<file path="src/inc/sclkrt_pkg.sv">
// Constants and types for the slow clock and reset timing block
package sclkrt_pkg;
    // Register indices; byte address is four times the index
    localparam logic [9:0] CTRL_IDX   = 10'h098;
    localparam logic [9:0] RSTDLY_IDX = 10'h099;
    localparam logic [9:0] WAIT_IDX   = 10'h097;
    localparam logic [9:0] STAT_IDX   = 10'h09F;
    localparam logic [7:0] CTRL_RST   = 8'h00;
    localparam logic [7:0] RSTDLY_RST = 8'h00;
    localparam logic [7:0] WAIT_RST   = 8'h00;
    // Slow clock control fields
    localparam int OUT_EN_BIT   = 7;
    localparam int CAL_GATE_BIT = 6;
    localparam int OUT_GATE_BIT = 5;
    localparam int TRIG_SEL_BIT = 4;
    localparam int CRYSTAL_BIT  = 3;
    // Sequencer wait fields
    localparam int TIMEOUT_BIT = 5;
    localparam int TMODE_BIT   = 4;
    // Reset hold trigger codes
    localparam logic [1:0] EV_EXT_WAKE = 2'h0;
    localparam logic [1:0] EV_SYSTEM_UP_EVENT   = 2'h1;
    localparam logic [1:0] EV_POWER_UP_EVENT   = 2'h2;
    localparam logic [1:0] EV_LEAVE    = 2'h3;
    localparam logic [5:0] RST_LIN_TOP = 6'h20;
    localparam logic [5:0] RST_BASE    = 6'h1F;
    // Times, counted in 32 kHz ticks
    localparam int TICK_HZ         = 32768;
    localparam int WAIT_UNIT_US    = 512;
    localparam int RST_UNIT_US     = 1024;
    localparam int SETTLE_STEP_MS  = 520;
    localparam int WAIT_TIMEOUT_MS = 500;
    localparam int WAIT_UNIT_TICKS = WAIT_UNIT_US * TICK_HZ / 1000000;
    localparam int RST_UNIT_TICKS  = RST_UNIT_US * TICK_HZ / 1000000;
    localparam int SETTLE_TICKS    = SETTLE_STEP_MS * TICK_HZ / 1000;
    localparam int TIMEOUT_TICKS   = WAIT_TIMEOUT_MS * TICK_HZ / 1000;
    localparam int RST_LIN_STEPS   = 32;
    // Duty window limits in percent
    localparam logic [15:0] DUTY_LO_PCT = 16'h001E;
    localparam logic [15:0] DUTY_HI_PCT = 16'h0046;
    localparam logic [15:0] PCT_FULL    = 16'h0064;
    localparam logic [1:0] RESP_OKAY   = 2'h0;
    localparam logic [1:0] RESP_SLVERR = 2'h2;
    typedef enum logic [1:0] {W_IDLE, W_TIMER, W_PIN} sclkrt_wait_t;
endpackage

</file>
<file path="src/verilog/sclkrt_top.sv">
// Slow clock gating, settle timer, sequencer wait and reset hold timer
// Operation
// - Wait code 0 is no delay; code n waits 512 us times 2^(n-1).
// - Control bit 7 switches the slow clock output buffer on or off.
// - With a slow clock slot, output enables when the sequencer reaches it.
// - With pause flag and pause slot, enable waits for that slot going up.
// - With output gating set, enable waits until the oscillator is stable.
// - Bit 6 set blocks the calendar clock until the settle timer expires.
// - Bit 5 set blocks output and shared clock pins until settle expiry.
// - Trigger select clear: settle timer starts when duty is 30..70 %.
// - Trigger select set: crystal rise, calendar change, or ship exit with bit 3 set.
// - Bit 3 tells whether a crystal is fitted or a clock is bypassed.
// - Settle code 0 disables the delay; each step adds about 0.52 s.
// - Reset trigger: 0 wakeup, 1 system up, 2 power up, 3 leave reset.
// - Reset codes up to 32 give code times 1.024 ms.
// - Reset codes above 32 step by 32.768 ms up to 1048.576 ms.
// - Timer mode waits the selected delay at the wait slot.
// - Wait direction: none, power-up, power-down or both.
// - Pin wait gives up after 500 ms when timeout is set.
// - Slow clock slot sets where the outputs enable or disable.
//
// Added by the designer: the AXI4-Lite slave port.
`timescale 1ns/1ps
`default_nettype none
module sclkrt_top #(
    parameter int SETTLE_STEP = sclkrt_pkg::SETTLE_TICKS,
    parameter int TIMEOUT_LEN = sclkrt_pkg::TIMEOUT_TICKS
) (
    // Clock and reset
    input  wire logic        CLK,
    input  wire logic        RESET,
    // AXI4-Lite slave
    input  wire logic [11:0] AWADDR,
    input  wire logic        AWVALID,
    output var  logic        AWREADY,
    input  wire logic [31:0] WDATA,
    input  wire logic [3:0]  WSTRB,
    input  wire logic        WVALID,
    output var  logic        WREADY,
    output var  logic [1:0]  BRESP,
    output var  logic        BVALID,
    input  wire logic        BREADY,
    input  wire logic [11:0] ARADDR,
    input  wire logic        ARVALID,
    output var  logic        ARREADY,
    output var  logic [31:0] RDATA,
    output var  logic [1:0]  RRESP,
    output var  logic        RVALID,
    input  wire logic        RREADY,
    // Pins
    input  wire logic        OSC_32K,
    input  wire logic        WAIT_INPUT_PIN,
    // Sequencer
    input  wire logic        SLOT_REACHED,
    input  wire logic [3:0]  SEQ_SLOT,
    input  wire logic        SEQ_POWER_DOWN,
    input  wire logic [3:0]  SLOW_CLOCK_SLOT,
    input  wire logic [3:0]  PAUSE_SLOT,
    input  wire logic        SLOW_CLOCK_PAUSE_FLAG,
    input  wire logic [3:0]  WAIT_SLOT,
    input  wire logic        CAL_ENABLE,
    input  wire logic        LEAVE_SHIP_STATE,
    input  wire logic        EXTERNAL_WAKEUP_EVENT,
    input  wire logic        SYSTEM_UP_EVENT,
    input  wire logic        POWER_UP_EVENT,
    input  wire logic        LEAVE_RESET_EVENT,
    // Outputs
    output var  logic        SLOW_CLOCK_OUT_EN,
    output var  logic        SHARED_CLOCK_EN,
    output var  logic        CAL_CLOCK_EN,
    output var  logic        CRYSTAL_FITTED,
    output var  logic        RESET_HOLD,
    output var  logic        WAIT_DONE
);
    // Decoded select: ctrl, reset delay, wait, status
    function automatic logic [3:0] reg_sel(input logic [11:0] a);
        logic [9:0] i;
        i = a[11:2];
        reg_sel = 4'h0;
        if (a[1:0] == 2'h0) begin
            reg_sel = {i == sclkrt_pkg::STAT_IDX,
                       i == sclkrt_pkg::WAIT_IDX,
                       i == sclkrt_pkg::RSTDLY_IDX,
                       i == sclkrt_pkg::CTRL_IDX};
        end
    endfunction

    logic [7:0]  ctrl, rstdly, waitc, status;
    logic [7:0]  next_ctrl, next_rstdly, next_waitc;
    logic        aw_held, w_held, next_aw_held, next_w_held;
    logic [11:0] aw_addr, next_aw_addr;
    logic [7:0]  w_byte, next_w_byte;
    logic        w_lane, next_w_lane;
    logic        next_awready, next_wready, next_bvalid, next_arready;
    logic        next_rvalid;
    logic [1:0]  next_bresp, next_rresp;
    logic [31:0] next_rdata;
    logic [3:0]  wsel, rsel;
    logic        xtal_rise;

    always_comb begin
        next_aw_held = aw_held;
        next_w_held = w_held;
        next_aw_addr = aw_addr;
        next_w_byte = w_byte;
        next_w_lane = w_lane;
        next_ctrl = ctrl;
        next_rstdly = rstdly;
        next_waitc = waitc;
        next_bvalid = BVALID & ~BREADY;
        next_bresp = BRESP;
        next_rvalid = RVALID & ~RREADY;
        next_rdata = RDATA;
        next_rresp = RRESP;
        wsel = reg_sel(aw_addr);
        rsel = reg_sel(ARADDR);
        if (AWVALID && AWREADY) begin
            next_aw_held = 1'b1;
            next_aw_addr = AWADDR;
        end
        if (WVALID && WREADY) begin
            next_w_held = 1'b1;
            next_w_byte = WDATA[7:0];
            next_w_lane = WSTRB[0];
        end
        if (aw_held && w_held && !BVALID) begin
            next_aw_held = 1'b0;
            next_w_held = 1'b0;
            next_bvalid = 1'b1;
            next_bresp = (wsel[2:0] != 3'h0) ? sclkrt_pkg::RESP_OKAY
                                             : sclkrt_pkg::RESP_SLVERR;
            if (w_lane && wsel[0]) next_ctrl = w_byte;
            if (w_lane && wsel[1]) next_rstdly = w_byte;
            if (w_lane && wsel[2]) next_waitc = w_byte;
        end
        if (ARVALID && ARREADY) begin
            next_rvalid = 1'b1;
            next_rresp = (rsel != 4'h0) ? sclkrt_pkg::RESP_OKAY
                                        : sclkrt_pkg::RESP_SLVERR;
            next_rdata = 32'h0;
            if (rsel[0]) next_rdata[7:0] = ctrl;
            if (rsel[1]) next_rdata[7:0] = rstdly;
            if (rsel[2]) next_rdata[7:0] = waitc;
            if (rsel[3]) next_rdata[7:0] = status;
        end
        next_awready = ~next_aw_held & ~next_bvalid;
        next_wready = ~next_w_held & ~next_bvalid;
        next_arready = ~next_rvalid;
        xtal_rise = next_ctrl[sclkrt_pkg::CRYSTAL_BIT]
                    & ~ctrl[sclkrt_pkg::CRYSTAL_BIT];
    end

    always_ff @(posedge CLK or posedge RESET) begin
        if (RESET) begin
            aw_held <= 1'b0;
            w_held <= 1'b0;
            aw_addr <= 12'h000;
            w_byte <= 8'h00;
            w_lane <= 1'b0;
            ctrl <= sclkrt_pkg::CTRL_RST;
            rstdly <= sclkrt_pkg::RSTDLY_RST;
            waitc <= sclkrt_pkg::WAIT_RST;
            AWREADY <= 1'b0;
            WREADY <= 1'b0;
            BVALID <= 1'b0;
            BRESP <= 2'h0;
            ARREADY <= 1'b0;
            RVALID <= 1'b0;
            RDATA <= 32'h0;
            RRESP <= 2'h0;
        end else begin
            aw_held <= next_aw_held;
            w_held <= next_w_held;
            aw_addr <= next_aw_addr;
            w_byte <= next_w_byte;
            w_lane <= next_w_lane;
            ctrl <= next_ctrl;
            rstdly <= next_rstdly;
            waitc <= next_waitc;
            AWREADY <= next_awready;
            WREADY <= next_wready;
            BVALID <= next_bvalid;
            BRESP <= next_bresp;
            ARREADY <= next_arready;
            RVALID <= next_rvalid;
            RDATA <= next_rdata;
            RRESP <= next_rresp;
        end
    end

    // Pin synchronisers; stage one feeds stage two only
    logic [1:0] sync1, sync2;
    logic       osc_prev, tick;
    always_ff @(posedge CLK or posedge RESET) begin
        if (RESET) begin
            sync1 <= 2'h0;
            sync2 <= 2'h0;
            osc_prev <= 1'b0;
        end else begin
            sync1 <= {WAIT_INPUT_PIN, OSC_32K};
            sync2 <= sync1;
            osc_prev <= sync2[0];
        end
    end
    assign tick = sync2[0] & ~osc_prev;

    // Timers stepped by the oscillator's own rising edges; duty counters step every CLK
    logic [15:0] hi_cnt, per_cnt, next_hi_cnt, next_per_cnt;
    logic        duty_ok, next_duty_ok, cal_prev;
    logic [19:0] st_cnt, rs_cnt, wt_cnt, next_st_cnt, next_rs_cnt;
    logic [19:0] next_wt_cnt, st_len, rs_len, wt_len;
    logic        stable, st_run, next_stable, next_st_run;
    logic        next_rst_hold, next_wait_done;
    logic        st_trig, st_abort, rs_trig, wait_hit, wait_apply;
    sclkrt_pkg::sclkrt_wait_t wstate, next_wstate;

    always_comb begin
        next_hi_cnt = hi_cnt;
        next_per_cnt = per_cnt;
        next_duty_ok = duty_ok;
        if (tick) begin
            // Widened: a full 16-bit count times 100 would wrap
            next_duty_ok = (24'(hi_cnt) * 24'(sclkrt_pkg::PCT_FULL)
                            >= 24'(per_cnt)
                               * 24'(sclkrt_pkg::DUTY_LO_PCT))
                        && (24'(hi_cnt) * 24'(sclkrt_pkg::PCT_FULL)
                            <= 24'(per_cnt)
                               * 24'(sclkrt_pkg::DUTY_HI_PCT));
            next_hi_cnt = 16'h0;
            next_per_cnt = 16'h0;
        end else if (per_cnt != 16'hFFFF) begin
            next_per_cnt = per_cnt + 16'h1;
            next_hi_cnt = hi_cnt + {15'h0, sync2[0]};
        end else begin
            next_duty_ok = 1'b0;
        end
        st_len = 20'(ctrl[2:0]) * 20'(SETTLE_STEP);
        if (ctrl[sclkrt_pkg::TRIG_SEL_BIT]) begin
            st_trig = xtal_rise | (CAL_ENABLE ^ cal_prev)
                    | (LEAVE_SHIP_STATE
                       & ctrl[sclkrt_pkg::CRYSTAL_BIT]);
            st_abort = 1'b0;
        end else begin
            st_trig = next_duty_ok & ~duty_ok;
            st_abort = ~duty_ok;
        end
        next_st_cnt = st_cnt;
        next_st_run = st_run;
        next_stable = stable;
        if (st_trig) begin
            next_st_cnt = 20'h0;
            next_st_run = (st_len != 20'h0);
            next_stable = (st_len == 20'h0);
        end else if (st_abort) begin
            next_st_run = 1'b0;
            next_stable = 1'b0;
        end else if (st_run && tick) begin
            next_st_cnt = st_cnt + 20'h1;
            if (next_st_cnt >= st_len) begin
                next_st_run = 1'b0;
                next_stable = 1'b1;
            end
        end
        case (rstdly[7:6])
            sclkrt_pkg::EV_EXT_WAKE: rs_trig = EXTERNAL_WAKEUP_EVENT;
            sclkrt_pkg::EV_SYSTEM_UP_EVENT:   rs_trig = SYSTEM_UP_EVENT;
            sclkrt_pkg::EV_POWER_UP_EVENT:   rs_trig = POWER_UP_EVENT;
            default:                 rs_trig = LEAVE_RESET_EVENT;
        endcase
        if (rstdly[5:0] <= sclkrt_pkg::RST_LIN_TOP) begin
            rs_len = 20'(rstdly[5:0])
                   * 20'(sclkrt_pkg::RST_UNIT_TICKS);
        end else begin
            rs_len = 20'(rstdly[5:0] - sclkrt_pkg::RST_BASE)
                   * 20'(sclkrt_pkg::RST_LIN_STEPS
                         * sclkrt_pkg::RST_UNIT_TICKS);
        end
        next_rs_cnt = rs_cnt;
        next_rst_hold = RESET_HOLD;
        if (rs_trig) begin
            next_rs_cnt = 20'h0;
            next_rst_hold = (rs_len != 20'h0);
        end else if (RESET_HOLD && tick) begin
            next_rs_cnt = rs_cnt + 20'h1;
            if (next_rs_cnt >= rs_len) next_rst_hold = 1'b0;
        end
        wt_len = (waitc[3:0] == 4'h0) ? 20'h0
               : 20'(sclkrt_pkg::WAIT_UNIT_TICKS)
                 << (waitc[3:0] - 4'h1);
        wait_hit = SLOT_REACHED && (SEQ_SLOT == WAIT_SLOT);
        wait_apply = SEQ_POWER_DOWN ? waitc[7] : waitc[6];
        next_wstate = wstate;
        next_wt_cnt = wt_cnt;
        next_wait_done = 1'b0;
        case (wstate)
            sclkrt_pkg::W_IDLE: begin
                next_wt_cnt = 20'h0;
                if (wait_hit) begin
                    if (!wait_apply) begin
                        next_wait_done = 1'b1;
                    end else if (waitc[sclkrt_pkg::TMODE_BIT]) begin
                        if (wt_len == 20'h0) next_wait_done = 1'b1;
                        else next_wstate = sclkrt_pkg::W_TIMER;
                    end else begin
                        next_wstate = sclkrt_pkg::W_PIN;
                    end
                end
            end
            sclkrt_pkg::W_TIMER: begin
                if (tick) next_wt_cnt = wt_cnt + 20'h1;
                if (next_wt_cnt >= wt_len) begin
                    next_wait_done = 1'b1;
                    next_wstate = sclkrt_pkg::W_IDLE;
                end
            end
            sclkrt_pkg::W_PIN: begin
                if (tick && waitc[sclkrt_pkg::TIMEOUT_BIT]) begin
                    next_wt_cnt = wt_cnt + 20'h1;
                end
                if (sync2[1] || next_wt_cnt >= 20'(TIMEOUT_LEN)) begin
                    next_wait_done = 1'b1;
                    next_wstate = sclkrt_pkg::W_IDLE;
                end
            end
            default: next_wstate = sclkrt_pkg::W_IDLE;
        endcase
    end

    always_ff @(posedge CLK or posedge RESET) begin
        if (RESET) begin
            hi_cnt <= 16'h0;
            per_cnt <= 16'h0;
            duty_ok <= 1'b0;
            cal_prev <= 1'b0;
            st_cnt <= 20'h0;
            st_run <= 1'b0;
            stable <= 1'b0;
            rs_cnt <= 20'h0;
            RESET_HOLD <= 1'b0;
            wt_cnt <= 20'h0;
            wstate <= sclkrt_pkg::W_IDLE;
            WAIT_DONE <= 1'b0;
        end else begin
            hi_cnt <= next_hi_cnt;
            per_cnt <= next_per_cnt;
            duty_ok <= next_duty_ok;
            cal_prev <= CAL_ENABLE;
            st_cnt <= next_st_cnt;
            st_run <= next_st_run;
            stable <= next_stable;
            rs_cnt <= next_rs_cnt;
            RESET_HOLD <= next_rst_hold;
            wt_cnt <= next_wt_cnt;
            wstate <= next_wstate;
            WAIT_DONE <= next_wait_done;
        end
    end

    // Clock enables; sequence gate is dropped again going down
    logic       seq_ok, next_seq_ok, next_out_en, next_shared, next_cal;
    logic [3:0] target;
    always_comb begin
        target = (SLOW_CLOCK_PAUSE_FLAG && PAUSE_SLOT != 4'h0)
               ? PAUSE_SLOT : SLOW_CLOCK_SLOT;
        next_seq_ok = seq_ok;
        if (!ctrl[sclkrt_pkg::OUT_EN_BIT]) begin
            next_seq_ok = 1'b0;
        end else if (target == 4'h0) begin
            next_seq_ok = 1'b1;
        end else if (SLOT_REACHED && !SEQ_POWER_DOWN
                     && SEQ_SLOT == target) begin
            next_seq_ok = 1'b1;
        end else if (SLOT_REACHED && SEQ_POWER_DOWN
                     && SEQ_SLOT == SLOW_CLOCK_SLOT) begin
            next_seq_ok = 1'b0;
        end
        next_shared = ~ctrl[sclkrt_pkg::OUT_GATE_BIT] | stable;
        next_cal = ~ctrl[sclkrt_pkg::CAL_GATE_BIT] | stable;
        next_out_en = ctrl[sclkrt_pkg::OUT_EN_BIT] & next_seq_ok
                    & next_shared;
        status = {3'h0, seq_ok, duty_ok, wstate != sclkrt_pkg::W_IDLE,
                  RESET_HOLD, stable};
    end

    always_ff @(posedge CLK or posedge RESET) begin
        if (RESET) begin
            seq_ok <= 1'b0;
            SLOW_CLOCK_OUT_EN <= 1'b0;
            SHARED_CLOCK_EN <= 1'b0;
            CAL_CLOCK_EN <= 1'b0;
            CRYSTAL_FITTED <= 1'b0;
        end else begin
            seq_ok <= next_seq_ok;
            SLOW_CLOCK_OUT_EN <= next_out_en;
            SHARED_CLOCK_EN <= next_shared;
            CAL_CLOCK_EN <= next_cal;
            CRYSTAL_FITTED <= ctrl[sclkrt_pkg::CRYSTAL_BIT];
        end
    end
endmodule
`default_nettype wire

</file>
<file path="config.mk">
export PLATFORM = sky130hd
export DESIGN_NAME = sclkrt_top
export DESIGN_NICKNAME = d
export VERILOG_FILES = /design/src/inc/sclkrt_pkg.sv /design/src/verilog/sclkrt_top.sv
export SDC_FILE = /design/constraint.sdc
export NUM_CORES = 1
export LEC_CHECK = 0
export BUFFER_PORTS_ARGS = -buffer_cell sky130_fd_sc_hd__buf_2
export CAP_MARGIN = 20
export CORE_MARGIN = 2
export CORE_UTILIZATION = 30
export DETAILED_ROUTE_END_ITERATION = 16
export HOLD_SLACK_MARGIN = 0.05
export PLACE_DENSITY = 0.54
export SLEW_MARGIN = 5
export SYNTH_ARGS = -nofsm -noshare
export SYNTH_HDL_FRONTEND = slang
export SYNTH_SLANG_ARGS = --single-unit
</file>
<file path="constraint.sdc">
create_clock -name CLK -period 6 [get_ports CLK]
set_input_delay 0.3 -clock CLK [delete_from_list [all_inputs] [get_ports CLK]]
set_output_delay 0.3 -clock CLK [all_outputs]
set_load 0.01 [all_outputs]
</file>
==> results of run 1 <==
[registers in the layout, summed over array words and instances, names as in the netlist, 12 cells and up]
name / count
st_cnt: 20
hi_cnt: 16
wt_cnt: 20
rs_cnt: 20
per_cnt: 16
aw_addr: 12
[area by class of cell]
cell class	count	area, sq um
fill	5633	36400
multi-input combinational	1448	11500
sequential	172	4310
tap	748	936
timing repair buffer	110	633
inverter	166	631
clock buffer	19	443
clock inverter	13	106
[metrics by stage]
stage / hold slack [ns] / setup slack (ns)
finish: 0.0705 / 0.428
global route: 0.0549 / 0.00527
CTS: 0.0502 / 0.0743
detailed placement: 0.341 / 0.148
global placement: 0.338 / 0.117
floorplan: 0.331 / 0.818
[layer usage]
layer,up-vias,GRT usage (%)
li1,6539,-
met1,6345,18.5
met2,157,24.7
met3,23,2.29
met4,0,3.33
met5,-,0
[power breakdown]
part	internal (uW)	leakage (uW)	switching, uW
Clock	550	0.000261	529
Combinational	706	0.00666	934
Sequential	1290	0.00229	155
Total	2550	0.00921	1620
[timing repair]
action / 4_1_cts / 5_1_grt
endpoints found under the hold margin: 57 / 0
endpoints found under the setup margin: 0 / 22
buffers inserted: 0 / 0
resized for setup: 0 / 13
hold buffers: 10 / 0
[critical path: cells and delay by family, from the launching register on]
kind            cells  cell delay, ns
xor+xnor            1            0.23
fa+ha+maj           4            1.66
buf+inv             3            0.43
flops               1            0.50
compound gates     13            2.69
[layout by cell type, fill, tap and decap left out, drive strengths merged, types with 19 or more instances in the layout]
cell type	Yosys	routed
a21o	38	38
fa	57	57
o21a	20	20
nand3	43	43
ha	255	255
dfrtp	172	172
nor3	22	22
nor2	140	140
a31oi	20	20
nand2	133	133
xor2	73	73
nand2b	20	20
xnor2	88	88
mux2i	23	23
a21oi	126	126
buf	33	100
o21ai	78	78
mux2	41	41
inv	166	172
clkbuf	33	19
and3	25	25
conb	2	28
nand4	26	26
[how the worst max path moves through the flow]
stage	startpoint	end	slack [ns]	cells after the start
floorplan	hi_cnt[4]$_DFFE_PP0P_	st_cnt[5]$_DFFE_PP0P_	0.82	20
global placement	per_cnt[1]$_DFFE_PP0P_	st_cnt[10]$_DFFE_PP0P_	0.12	22
detailed placement	per_cnt[1]$_DFFE_PP0P_	st_cnt[15]$_DFFE_PP0P_	0.15	21
CTS	per_cnt[1]$_DFFE_PP0P_	st_cnt[15]$_DFFE_PP0P_	0.07	21
global route	per_cnt[2]$_DFFE_PP0P_	st_cnt[10]$_DFFE_PP0P_	0.005	22
finish	per_cnt[2]$_DFFE_PP0P_	st_cnt[19]$_DFFE_PP0P_	0.43	21
[cells by family (layout without fill, tap and decap cells)]
kind of cell	count (synthesis)	count (layout)	share of synthesized area [%]
adder cells (fa/ha/maj)	312	312	26.0
AND/OR/NAND/NOR	503	503	14.9
AO/OA/AOI/OAI	379	379	14.5
buffers and inverters	232	308	5.88
XOR/XNOR	161	161	8.47
multiplexers	65	65	4.29
flip-flops	172	172	25.9
other	2	28	0.0451
==> flow_metrics.env, run 1 <==
export IMPL_outcome="finished, final reports clean"
export IMPL_initial_utilization_pct=30.3
export IMPL_synthTopCellsByCount="ha_1 (255), dfrtp_1 (172), inv_1 (165)"
export IMPL_leakage_uw=0.00921
export IMPL_place_congestion=0.862
export IMPL_cp_start_kind="flip-flop"
export IMPL_final_util_pct=33.8
export IMPL_path_clk_slew_ns=0.07
export IMPL_slowest_stage="fa_1"
export IMPL_grt_max_degree=108
export IMPL_vias=13064
export IMPL_p_total_uw=4160
export IMPL_fp_dieH_um=240
export IMPL_clock_root_buffer="clkbuf_16"
export IMPL_post_drt_wl_per_cell_um=14.9
export IMPL_drive_gt1_share_pct=11.1
export IMPL_rsz0062_at_grt="false"
export IMPL_track_usage_pct=14.2
export IMPL_core_sq_mm=0.0550
export IMPL_synth_distinct_cells=79
export IMPL_design_area_sq_mm=0.0186
export IMPL_cts_sinks=172
export IMPL_drt_pass1_iter_count=7
export IMPL_clk_latency_ns=0.47
export IMPL_antenna_found_initial=0
export IMPL_port_buffers=87
export IMPL_irDropWorstVdd_uv=190
export IMPL_slew_headroom_pct=39.1
export IMPL_synth_seq_cells=172
export IMPL_slew_viol_final=0
export IMPL_htree_levels=4
export IMPL_reg2reg_depth=21
export IMPL_synth_top_cell_area_share_pct=25.9
export IMPL_r2r_end="st_cnt[19]$_DFFE_PP0P_"
export IMPL_synth_avg_cell_area_sq_um=9.12
export IMPL_clock_path_buffers=2
export IMPL_routed_wirelength_um=39900
export IMPL_max_cap_viol_count=0
export IMPL_synth_flop_cell="dfrtp_1"
export IMPL_crit_path_max_fanout=21
export IMPL_skew_ns=0.0146
export IMPL_min_delay_start="AWADDR[4]"
export IMPL_grt_overflow=0
export IMPL_hold_depth=2
export IMPL_final_min_clock_period_ns=5.57
export IMPL_route_detailed_drc=0
export IMPL_cts_tree="yes"
export IMPL_synth_area_sq_mm=0.0166
export IMPL_synth_edff_count=0
export IMPL_antennaDiodeCount=0
export IMPL_worstPathCellList="inv_1, fa_1, fa_1, inv_1, ha_1, o21a_1, a21oi_1, o2bb2ai_1, o21ai_0, o21a_1, a21oi_1, xor2_1, ha_1, a21o_1, a21oi_1, o21ai_0, a2111oi_2, o21a_1, a31oi_1, buf_4, a41oi_1"
export IMPL_worst_ep_arrival_time_ns=5.95
export IMPL_rr_startpoint="per_cnt[2]$_DFFE_PP0P_"
export IMPL_grt_pass1_wl_um=66000
export IMPL_min_path_type="input pin to flip-flop"
export IMPL_drtIter0Drc=685
export IMPL_holdPathEnd="aw_addr[4]$_DFFE_PP0P_"
export IMPL_dr_wl_met3_um=1030
export IMPL_synth_most_common_cell="ha_1"
export IMPL_max_stage_delay_ns=0.52
export IMPL_dieArea_sq_mm=0.0574
export IMPL_die_w_um=240
export IMPL_viasPerCell=4.88
export IMPL_yosysWarnings=0
export IMPL_path_class="flip-flop to flip-flop"
export IMPL_async_flop_share_pct=100
export IMPL_dp_hpwl_um=31300
export IMPL_tightest_slew_ns=0.906
export IMPL_fin_setup_tns_ns=0
export IMPL_placed_cells=2633
export IMPL_synth_area_leaders="dfrtp_1 (26%), ha_1 (19%), fa_1 (6.9%)"
export IMPL_drt_antenna_violating_nets=0
export IMPL_hold_violations=0
export IMPL_drt_met1_wl_um=18900
export IMPL_wl_met2_um=19500
export IMPL_stdcell_count=2676
export IMPL_timing_fmax_mhz=179
export IMPL_syn_inst=1826
export IMPL_cts_buffers=17
export IMPL_grt_pass1_vias=13221
export IMPL_power_density_mw_per_mm2=224
export IMPL_final_net_count=2321
export IMPL_routed_top_layer="met4"
export IMPL_place_area_sq_mm=0.0179
export IMPL_area_delta_synth_final_pct=11.5
export IMPL_end_kind="flip-flop"
export IMPL_ys_seq_area_share_pct=25.9
export IMPL_io_pins=141
export IMPL_post_route_period_util_pct=92.9
export IMPL_crit_required_ns=6.38
export IMPL_synth_top_cell_by_area="dfrtp_1"
export IMPL_rrSetupSlack_ns=0.43
export IMPL_num_rows=86
export IMPL_finalSetupViolCount=0
No activity file was read; power rests on OpenSTA's default activity.
==> run 2: changes to the inputs <==
--- a/config.mk
+++ b/config.mk
@@ -5,13 +5,16 @@
 export SDC_FILE = /design/constraint.sdc
 export NUM_CORES = 1
 export LEC_CHECK = 0
+export ABC_AREA = 1
 export BUFFER_PORTS_ARGS = -buffer_cell sky130_fd_sc_hd__buf_2
 export CAP_MARGIN = 20
+export CELL_PAD_IN_SITES_DETAIL_PLACEMENT = 0
+export CELL_PAD_IN_SITES_GLOBAL_PLACEMENT = 1
 export CORE_MARGIN = 2
-export CORE_UTILIZATION = 30
+export CORE_UTILIZATION = 46
 export DETAILED_ROUTE_END_ITERATION = 16
 export HOLD_SLACK_MARGIN = 0.05
-export PLACE_DENSITY = 0.54
+export PLACE_DENSITY = 0.9
 export SLEW_MARGIN = 5
 export SYNTH_ARGS = -nofsm -noshare
 export SYNTH_HDL_FRONTEND = slang
==> run 2 against run 1 <==
Critical path depth is 10 higher; utilization is 18 points higher; total power is 1.4% lower; first-iteration DRC count is 28% higher; largest power group unchanged.
==> flow_metrics.env, run 2 <==
export IMPL_outcome="finished, final reports clean"
export IMPL_end_kind="flip-flop"
export IMPL_drt_antenna_violating_nets=0
export IMPL_fp_dieH_um=198
export IMPL_die_w_um=198
export IMPL_slew_viol_final=0
export IMPL_synth_edff_count=0
export IMPL_multi_input_area_sq_mm=0.0113
export IMPL_sw_frac_of_total_pct=40.5
export IMPL_path_clk_slew_ns=0.07
export IMPL_cts_buffers=17
export IMPL_seq_power_share_pct=34.4
export IMPL_final_min_clock_period_ns=5.40
export IMPL_combinationalPowerShare_pct=38.5
export IMPL_cts_sinks=172
export IMPL_initial_utilization_pct=47.0
export IMPL_routed_wirelength_um=42600
export IMPL_synth_avg_cell_area_sq_um=7.57
export IMPL_grt_max_degree=121
export IMPL_gr_max_usage_layer="met2"
export IMPL_synth_area_sq_mm=0.0173
export IMPL_postCtsSetupBuffers=0
export IMPL_timing_fmax_mhz=185
export IMPL_design_area_sq_mm=0.0189
export IMPL_leakage_uw=0.00995
export IMPL_port_buffers=87
export IMPL_power_density_mw_per_mm2=217
export IMPL_cpMostUsedCell="nand2_1"
export IMPL_yosysWarnings=0
export IMPL_skew_ns=0.0119
export IMPL_clock_path_buffers=2
export IMPL_hold_violations=0
export IMPL_path_class="flip-flop to flip-flop"
export IMPL_final_util_pct=51.3
export IMPL_reg_largest_list="rs_cnt x20, st_cnt x20, wt_cnt x20"
export IMPL_slew_headroom_pct=40.7
export IMPL_cp_start_kind="flip-flop"
export IMPL_dieArea_sq_mm=0.0391
export IMPL_irDropWorstVdd_uv=287
export IMPL_final_cell_mix="nand2_1 (504), inv_1 (362), ha_1 (255)"
export IMPL_crit_required_ns=6.37
export IMPL_max_cap_viol_count=0
export IMPL_syn_inst=2281
export IMPL_post_drt_wl_per_cell_um=14.9
export IMPL_clock_root_buffer="clkbuf_16"
export IMPL_place_congestion=0.887
export IMPL_synth_area_leaders="dfrtp_1 (25%), ha_1 (18%), nand2_1 (11%)"
export IMPL_grt_overflow=0
export IMPL_place_area_sq_mm=0.0181
export IMPL_fillers=3579
export IMPL_cts_tree="yes"
export IMPL_final_net_count=2788
export IMPL_p_int_uw=2440
export IMPL_use_met3_pct=3.41
export IMPL_num_rows=70
export IMPL_power_switching_uw=1660
export IMPL_grt_pass1_vias=14534
export IMPL_fin_setup_tns_ns=0
export IMPL_route_detailed_drc=0
export IMPL_grt_use_met1_pct=31.4
export IMPL_worst_ep_arrival_time_ns=5.77
export IMPL_synth_top_cell_area_share_pct=24.9
export IMPL_p_clk_share_pct=27.2
export IMPL_grt_pass1_wl_um=71200
export IMPL_drt_pass1_iter_count=5
export IMPL_synth_distinct_cells=55
export IMPL_synth_most_common_cell="nand2_1"
export IMPL_track_usage_pct=22.6
export IMPL_stdcell_count=2863
export IMPL_hold_buffers=20
export IMPL_io_pins=141
export IMPL_post_route_period_util_pct=90.1
export IMPL_placed_cells=2811
export IMPL_met2_usage_pct=36.8
export IMPL_seq_area_sq_mm=0.00430
export IMPL_antenna_found_initial=0
export IMPL_synthTopCellsByCount="nand2_1 (504), inv_1 (363), ha_1 (255)"
export IMPL_vias=14983
export IMPL_drive_gt1_share_pct=7.60
export IMPL_dp_hpwl_um=33600
export IMPL_synth_top_cell_by_area="dfrtp_1"
export IMPL_synth_flop_cell="dfrtp_1"
export IMPL_drtIter0Drc=879
export IMPL_min_path_type="input pin to flip-flop"
export IMPL_viasPerCell=5.23
export IMPL_slowest_stage="fa_1"
export IMPL_htree_levels=4
export IMPL_tightest_slew_ns=0.889
export IMPL_ys_seq_area_share_pct=24.9
export IMPL_core_sq_mm=0.0368
export IMPL_synth_seq_cells=172
export IMPL_layout_commonest_cell="nand2_1"
export IMPL_rsz0062_at_grt="false"
export IMPL_area_delta_synth_final_pct=9.29
export IMPL_crit_path_max_fanout=20
export IMPL_max_stage_delay_ns=0.52
export IMPL_ctsResizeCount=0
export IMPL_finalSetupViolCount=0
export IMPL_async_flop_share_pct=100
export IMPL_clk_latency_ns=0.46
export IMPL_antennaDiodeCount=0
==> run 2: cell count changes after synthesis, sizes merged, moves of 25 or more <==
cell / before / now
inv: 166 / 371
nand2: 133 / 517
mux2: 41 / 0
o21ai: 78 / 201
xnor2: 88 / 24
and3: 25 / 0
a21o: 38 / 3
nand3: 43 / 80
==> run 2: kinds of logic after synthesis <==
| logic type | count (synthesis) | share of synthesized area (%) |
|---|---|---|
| AO/OA/AOI/OAI | 412 | 13.3 |
| XOR/XNOR | 96 | 4.87 |
| adder cells (fa/ha/maj) | 312 | 25.1 |
| buffers and inverters | 433 | 10.1 |
| flip-flops | 172 | 24.9 |
| multiplexers | 2 | 0.116 |
| other | 2 | 0.0435 |
| AND/OR/NAND/NOR | 852 | 21.6 |
==> run 2: cell type report <==
cell class / count / area share, %
timing repair buffer: 113 / 3.61
clock buffer: 20 / 2.37
inverter: 376 / 7.52
sequential: 172 / 22.8
clock inverter: 12 / 0.643
tap: 468 / 3.10
multi-input combinational: 1702 / 60.0
==> run 2: final timing paths <==
kind                                         from                endpoint  slack [ns]  cells past startpoint
min                                      WDATA[5]   w_byte[5]$_DFFE_PP0P_        0.07                      3
max                        per_cnt[3]$_DFFE_PP0P_   st_cnt[3]$_DFFE_PP0P_        0.60                     31
min reg2reg                    sync1[1]$_DFF_PP0_      sync2[1]$_DFF_PP0_        0.35                      0
max reg2reg                per_cnt[3]$_DFFE_PP0P_   st_cnt[3]$_DFFE_PP0P_        0.60                     31
max in group asynchronous                   RESET   wt_cnt[1]$_DFFE_PP0P_        4.19                      4
min in group asynchronous                   RESET  rs_cnt[12]$_DFFE_PP0P_        0.55                      3
==> run 2: layer usage <==
metal / vias up / routed length, um
met5: - / 0
met4: 0 / 728
met3: 34 / 1550
met2: 250 / 19500
met1: 7044 / 20800
li1: 7655 / -
==> run 2: critical path, delay by kind of cell, from the launching register on <==
family,cells,cell delay (ns)
flops,1,0.50
buf+inv,3,0.33
xor+xnor,1,0.16
simple gates,18,1.66
fa+ha+maj,4,1.69
compound gates,5,0.96
==> run 2: power by group through the flow <==
stage	Combinational, uW	Clock, uW	Sequential (uW)
after floorplan	1190	0	1400
after global placement	1530	0	1420
after detailed placement	1560	0	1430
after CTS	1590	1140	1410
after global routing	1840	1190	1430
final	1580	1110	1410
==> run 2: through the flow <==
step	total power, uW	setup slack, ns	hold slack, ns
after floorplan	2600	1.04	0.331
after global placement	2960	0.755	0.334
after detailed placement	2990	0.649	0.336
after CTS	4140	0.585	0.0506
after global routing	4450	0.0374	0.0693
final	4100	0.596	0.0729
==> run 3: changes to the inputs <==
--- a/config.mk
+++ b/config.mk
@@ -10,11 +10,12 @@
 export CAP_MARGIN = 20
 export CELL_PAD_IN_SITES_DETAIL_PLACEMENT = 0
 export CELL_PAD_IN_SITES_GLOBAL_PLACEMENT = 1
+export CORE_ASPECT_RATIO = 0.6
 export CORE_MARGIN = 2
-export CORE_UTILIZATION = 46
+export CORE_UTILIZATION = 35
 export DETAILED_ROUTE_END_ITERATION = 16
 export HOLD_SLACK_MARGIN = 0.05
-export PLACE_DENSITY = 0.9
+export PLACE_DENSITY = 0.73
 export SLEW_MARGIN = 5
 export SYNTH_ARGS = -nofsm -noshare
 export SYNTH_HDL_FRONTEND = slang
==> run 3 against run 2 <==
Sequential power about the same; final cell count is 6.1% higher; non-clock buffer count grew 2; routed wire length is 13% higher; worst hold slack worse by 0.044 ns; first-iteration DRC count grew 21%; total power up 4.3%; sequential share of layout area fell by 0.31 points; die area grew 31%; clock skew increased by 0.011 ns; critical path depth grew 3; critical path type unchanged; critical endpoint is now st_cnt[11]$_DFFE_PP0P_.
==> flow_metrics.env, run 3 (synthesis results as in run 2) <==
export IMPL_grt_max_degree=117
export IMPL_tightest_slew_ns=1.12
export IMPL_layout_commonest_cell="nand2_1"
export IMPL_place_congestion=0.901
export IMPL_power_switching_uw=1810
export IMPL_cts_sinks=172
export IMPL_area_delta_synth_final_pct=10.9
export IMPL_timing_fmax_mhz=180
export IMPL_drtIter0Drc=1061
export IMPL_grt_pass1_wl_um=78000
export IMPL_fin_setup_tns_ns=0
export IMPL_final_min_clock_period_ns=5.54
export IMPL_finalSetupViolCount=0
export IMPL_post_route_period_util_pct=92.4
export IMPL_routed_wirelength_um=48300
export IMPL_antennaDiodeCount=0
export IMPL_min_path_type="input pin to async pin"
export IMPL_dp_hpwl_um=38200
export IMPL_crit_required_ns=6.31
export IMPL_cts_tree="yes"
export IMPL_clk_latency_ns=0.47
export IMPL_grt_overflow=0
export IMPL_skew_ns=0.0232
export IMPL_antenna_found_initial=0
export IMPL_drive_gt1_share_pct=7.84
export IMPL_die_w_um=291
export IMPL_end_kind="flip-flop"
export IMPL_path_clk_slew_ns=0.08
export IMPL_postCtsSetupBuffers=0
export IMPL_viasPerCell=5.04
export IMPL_htree_levels=4
export IMPL_irDropWorstVdd_uv=228
export IMPL_slowest_stage="dfrtp_1"
export IMPL_setup_ws_ns=0.457
export IMPL_final_net_count=2790
export IMPL_io_pins=141
export IMPL_port_buffers=87
export IMPL_clock_root_buffer="clkbuf_16"
export IMPL_stdcell_count=3037
export IMPL_placed_cells=2983
export IMPL_sw_frac_of_total_pct=42.4
export IMPL_path_class="flip-flop to flip-flop"
export IMPL_power_density_mw_per_mm2=223
export IMPL_worst_ep_arrival_time_ns=5.86
export IMPL_vias=15306
export IMPL_slew_headroom_pct=25.2
export IMPL_place_ws_ns=0.461
export IMPL_p_clk_share_pct=27.1
export IMPL_crit_path_max_fanout=20
export IMPL_combinationalPowerShare_pct=39.9
export IMPL_p_int_uw=2460
export IMPL_num_rows=62
export IMPL_rsz0062_at_grt="false"
export IMPL_initial_utilization_pct=35.8
export IMPL_reg_largest_list="rs_cnt x20, st_cnt x20, wt_cnt x20"
export IMPL_grt_pass1_vias=14477
export IMPL_fp_dieH_um=176
export IMPL_leakage_uw=0.00997
export IMPL_seq_power_share_pct=33.0
export IMPL_hold_violations=0
export IMPL_final_cell_mix="nand2_1 (504), inv_1 (362), ha_1 (255)"
export IMPL_cp_start_kind="flip-flop"
export IMPL_max_stage_delay_ns=0.53
export IMPL_drt_pass1_iter_count=5
export IMPL_outcome="finished, final reports clean"
export IMPL_fillers=4944
export IMPL_cpMostUsedCell="nand2_1"
export IMPL_slew_viol_final=0
export IMPL_max_cap_viol_count=0
export IMPL_route_detailed_drc=0
export IMPL_clock_path_buffers=2
export IMPL_core_sq_mm=0.0483
export IMPL_drt_antenna_violating_nets=0
export IMPL_post_drt_wl_per_cell_um=15.9
export IMPL_dieArea_sq_mm=0.0512
export IMPL_track_usage_pct=19.2
export IMPL_cts_buffers=17
[run 3: cell count changes in the layout (fill, tap and decap cells not counted), moves of 2 or more]
cell	before	now
dlygate4sd3_1	20	22
dfrtp_1	172	169
dfrtp_2	0	3
clkbuf_1	2	0
[run 3: metal layers]
metal / routed length (um) / GRT usage (%) / vias up
met5: 0 / 0 / -
met4: 547 / 3.76 / 0
met3: 3150 / 3.69 / 23
met2: 18300 / 25.6 / 380
met1: 26300 / 31.2 / 7220
li1: - / - / 7683
[run 3: layout make-up]
type / count / area (sq um) / area share [%]
inverters: 376 / 1420 / 7.41
flip-flops and latches: 172 / 4310 / 22.5
clock buffers: 18 / 439 / 2.29
well taps: 640 / 801 / 4.18
multi-input cells: 1702 / 11300 / 59.1
repair buffers: 115 / 713 / 3.72
clock inverters: 14 / 144 / 0.751
[run 3: power by group through the flow]
stage,Clock [uW],Combinational (uW),Sequential [uW]
2_1_floorplan,0,1190,1400
3_3_place_gp,0,1650,1430
3_5_place_dp,0,1680,1430
4_1_cts,1190,1700,1410
5_1_grt,1240,1960,1430
6_report,1160,1710,1410
[run 3: stage by stage]
step / utilization (%) / hold WS, ns / cell area (sq um) / power [uW]
after detailed placement: 38.0 / 0.352 / 18300 / 3110
after CTS: 39.7 / 0.0528 / 19100 / 4300
after global routing: 39.7 / 0.0702 / 19100 / 4630
final: 39.7 / 0.0289 / 19100 / 4280
after floorplan: - / 0.331 / 17400 / 2600
after global placement: 38.0 / 0.340 / 18300 / 3080
[run 3: worst paths after layout]
path / startpoint / to / slack [ns] / cells past startpoint
max in group asynchronous: RESET / ctrl[1]$_DFFE_PP0P_ / 4.69 / 3
min in group CLK: WSTRB[0] / w_lane$_DFFE_PP0P_ / 0.07 / 3
worst max-delay path: per_cnt[2]$_DFFE_PP0P_ / st_cnt[11]$_DFFE_PP0P_ / 0.46 / 34
worst min-delay path: RESET / per_cnt[7]$_DFFE_PP0P_ / 0.03 / 2
worst min register to register: sync1[0]$_DFF_PP0_ / sync2[0]$_DFF_PP0_ / 0.36 / 0
worst max register to register: per_cnt[2]$_DFFE_PP0P_ / st_cnt[11]$_DFFE_PP0P_ / 0.46 / 34
[run 3: critical path, delay by kind of cell (launching register included)]
family / cells / cell delay [ns]
adder cells (fa/ha/maj): 4 / 1.71
AO/OA/AOI/OAI: 3 / 0.37
flip-flops: 1 / 0.53
AND/OR/NAND/NOR: 22 / 2.02
buffers and inverters: 4 / 0.55
XOR/XNOR: 1 / 0.16
[run 3: repair_timing]
action | in CTS | in global routing
endpoints found under the hold margin | 22 | 0
resized for setup | 0 | 4
endpoints found under the setup margin | 0 | 19
hold buffers | 22 | 0
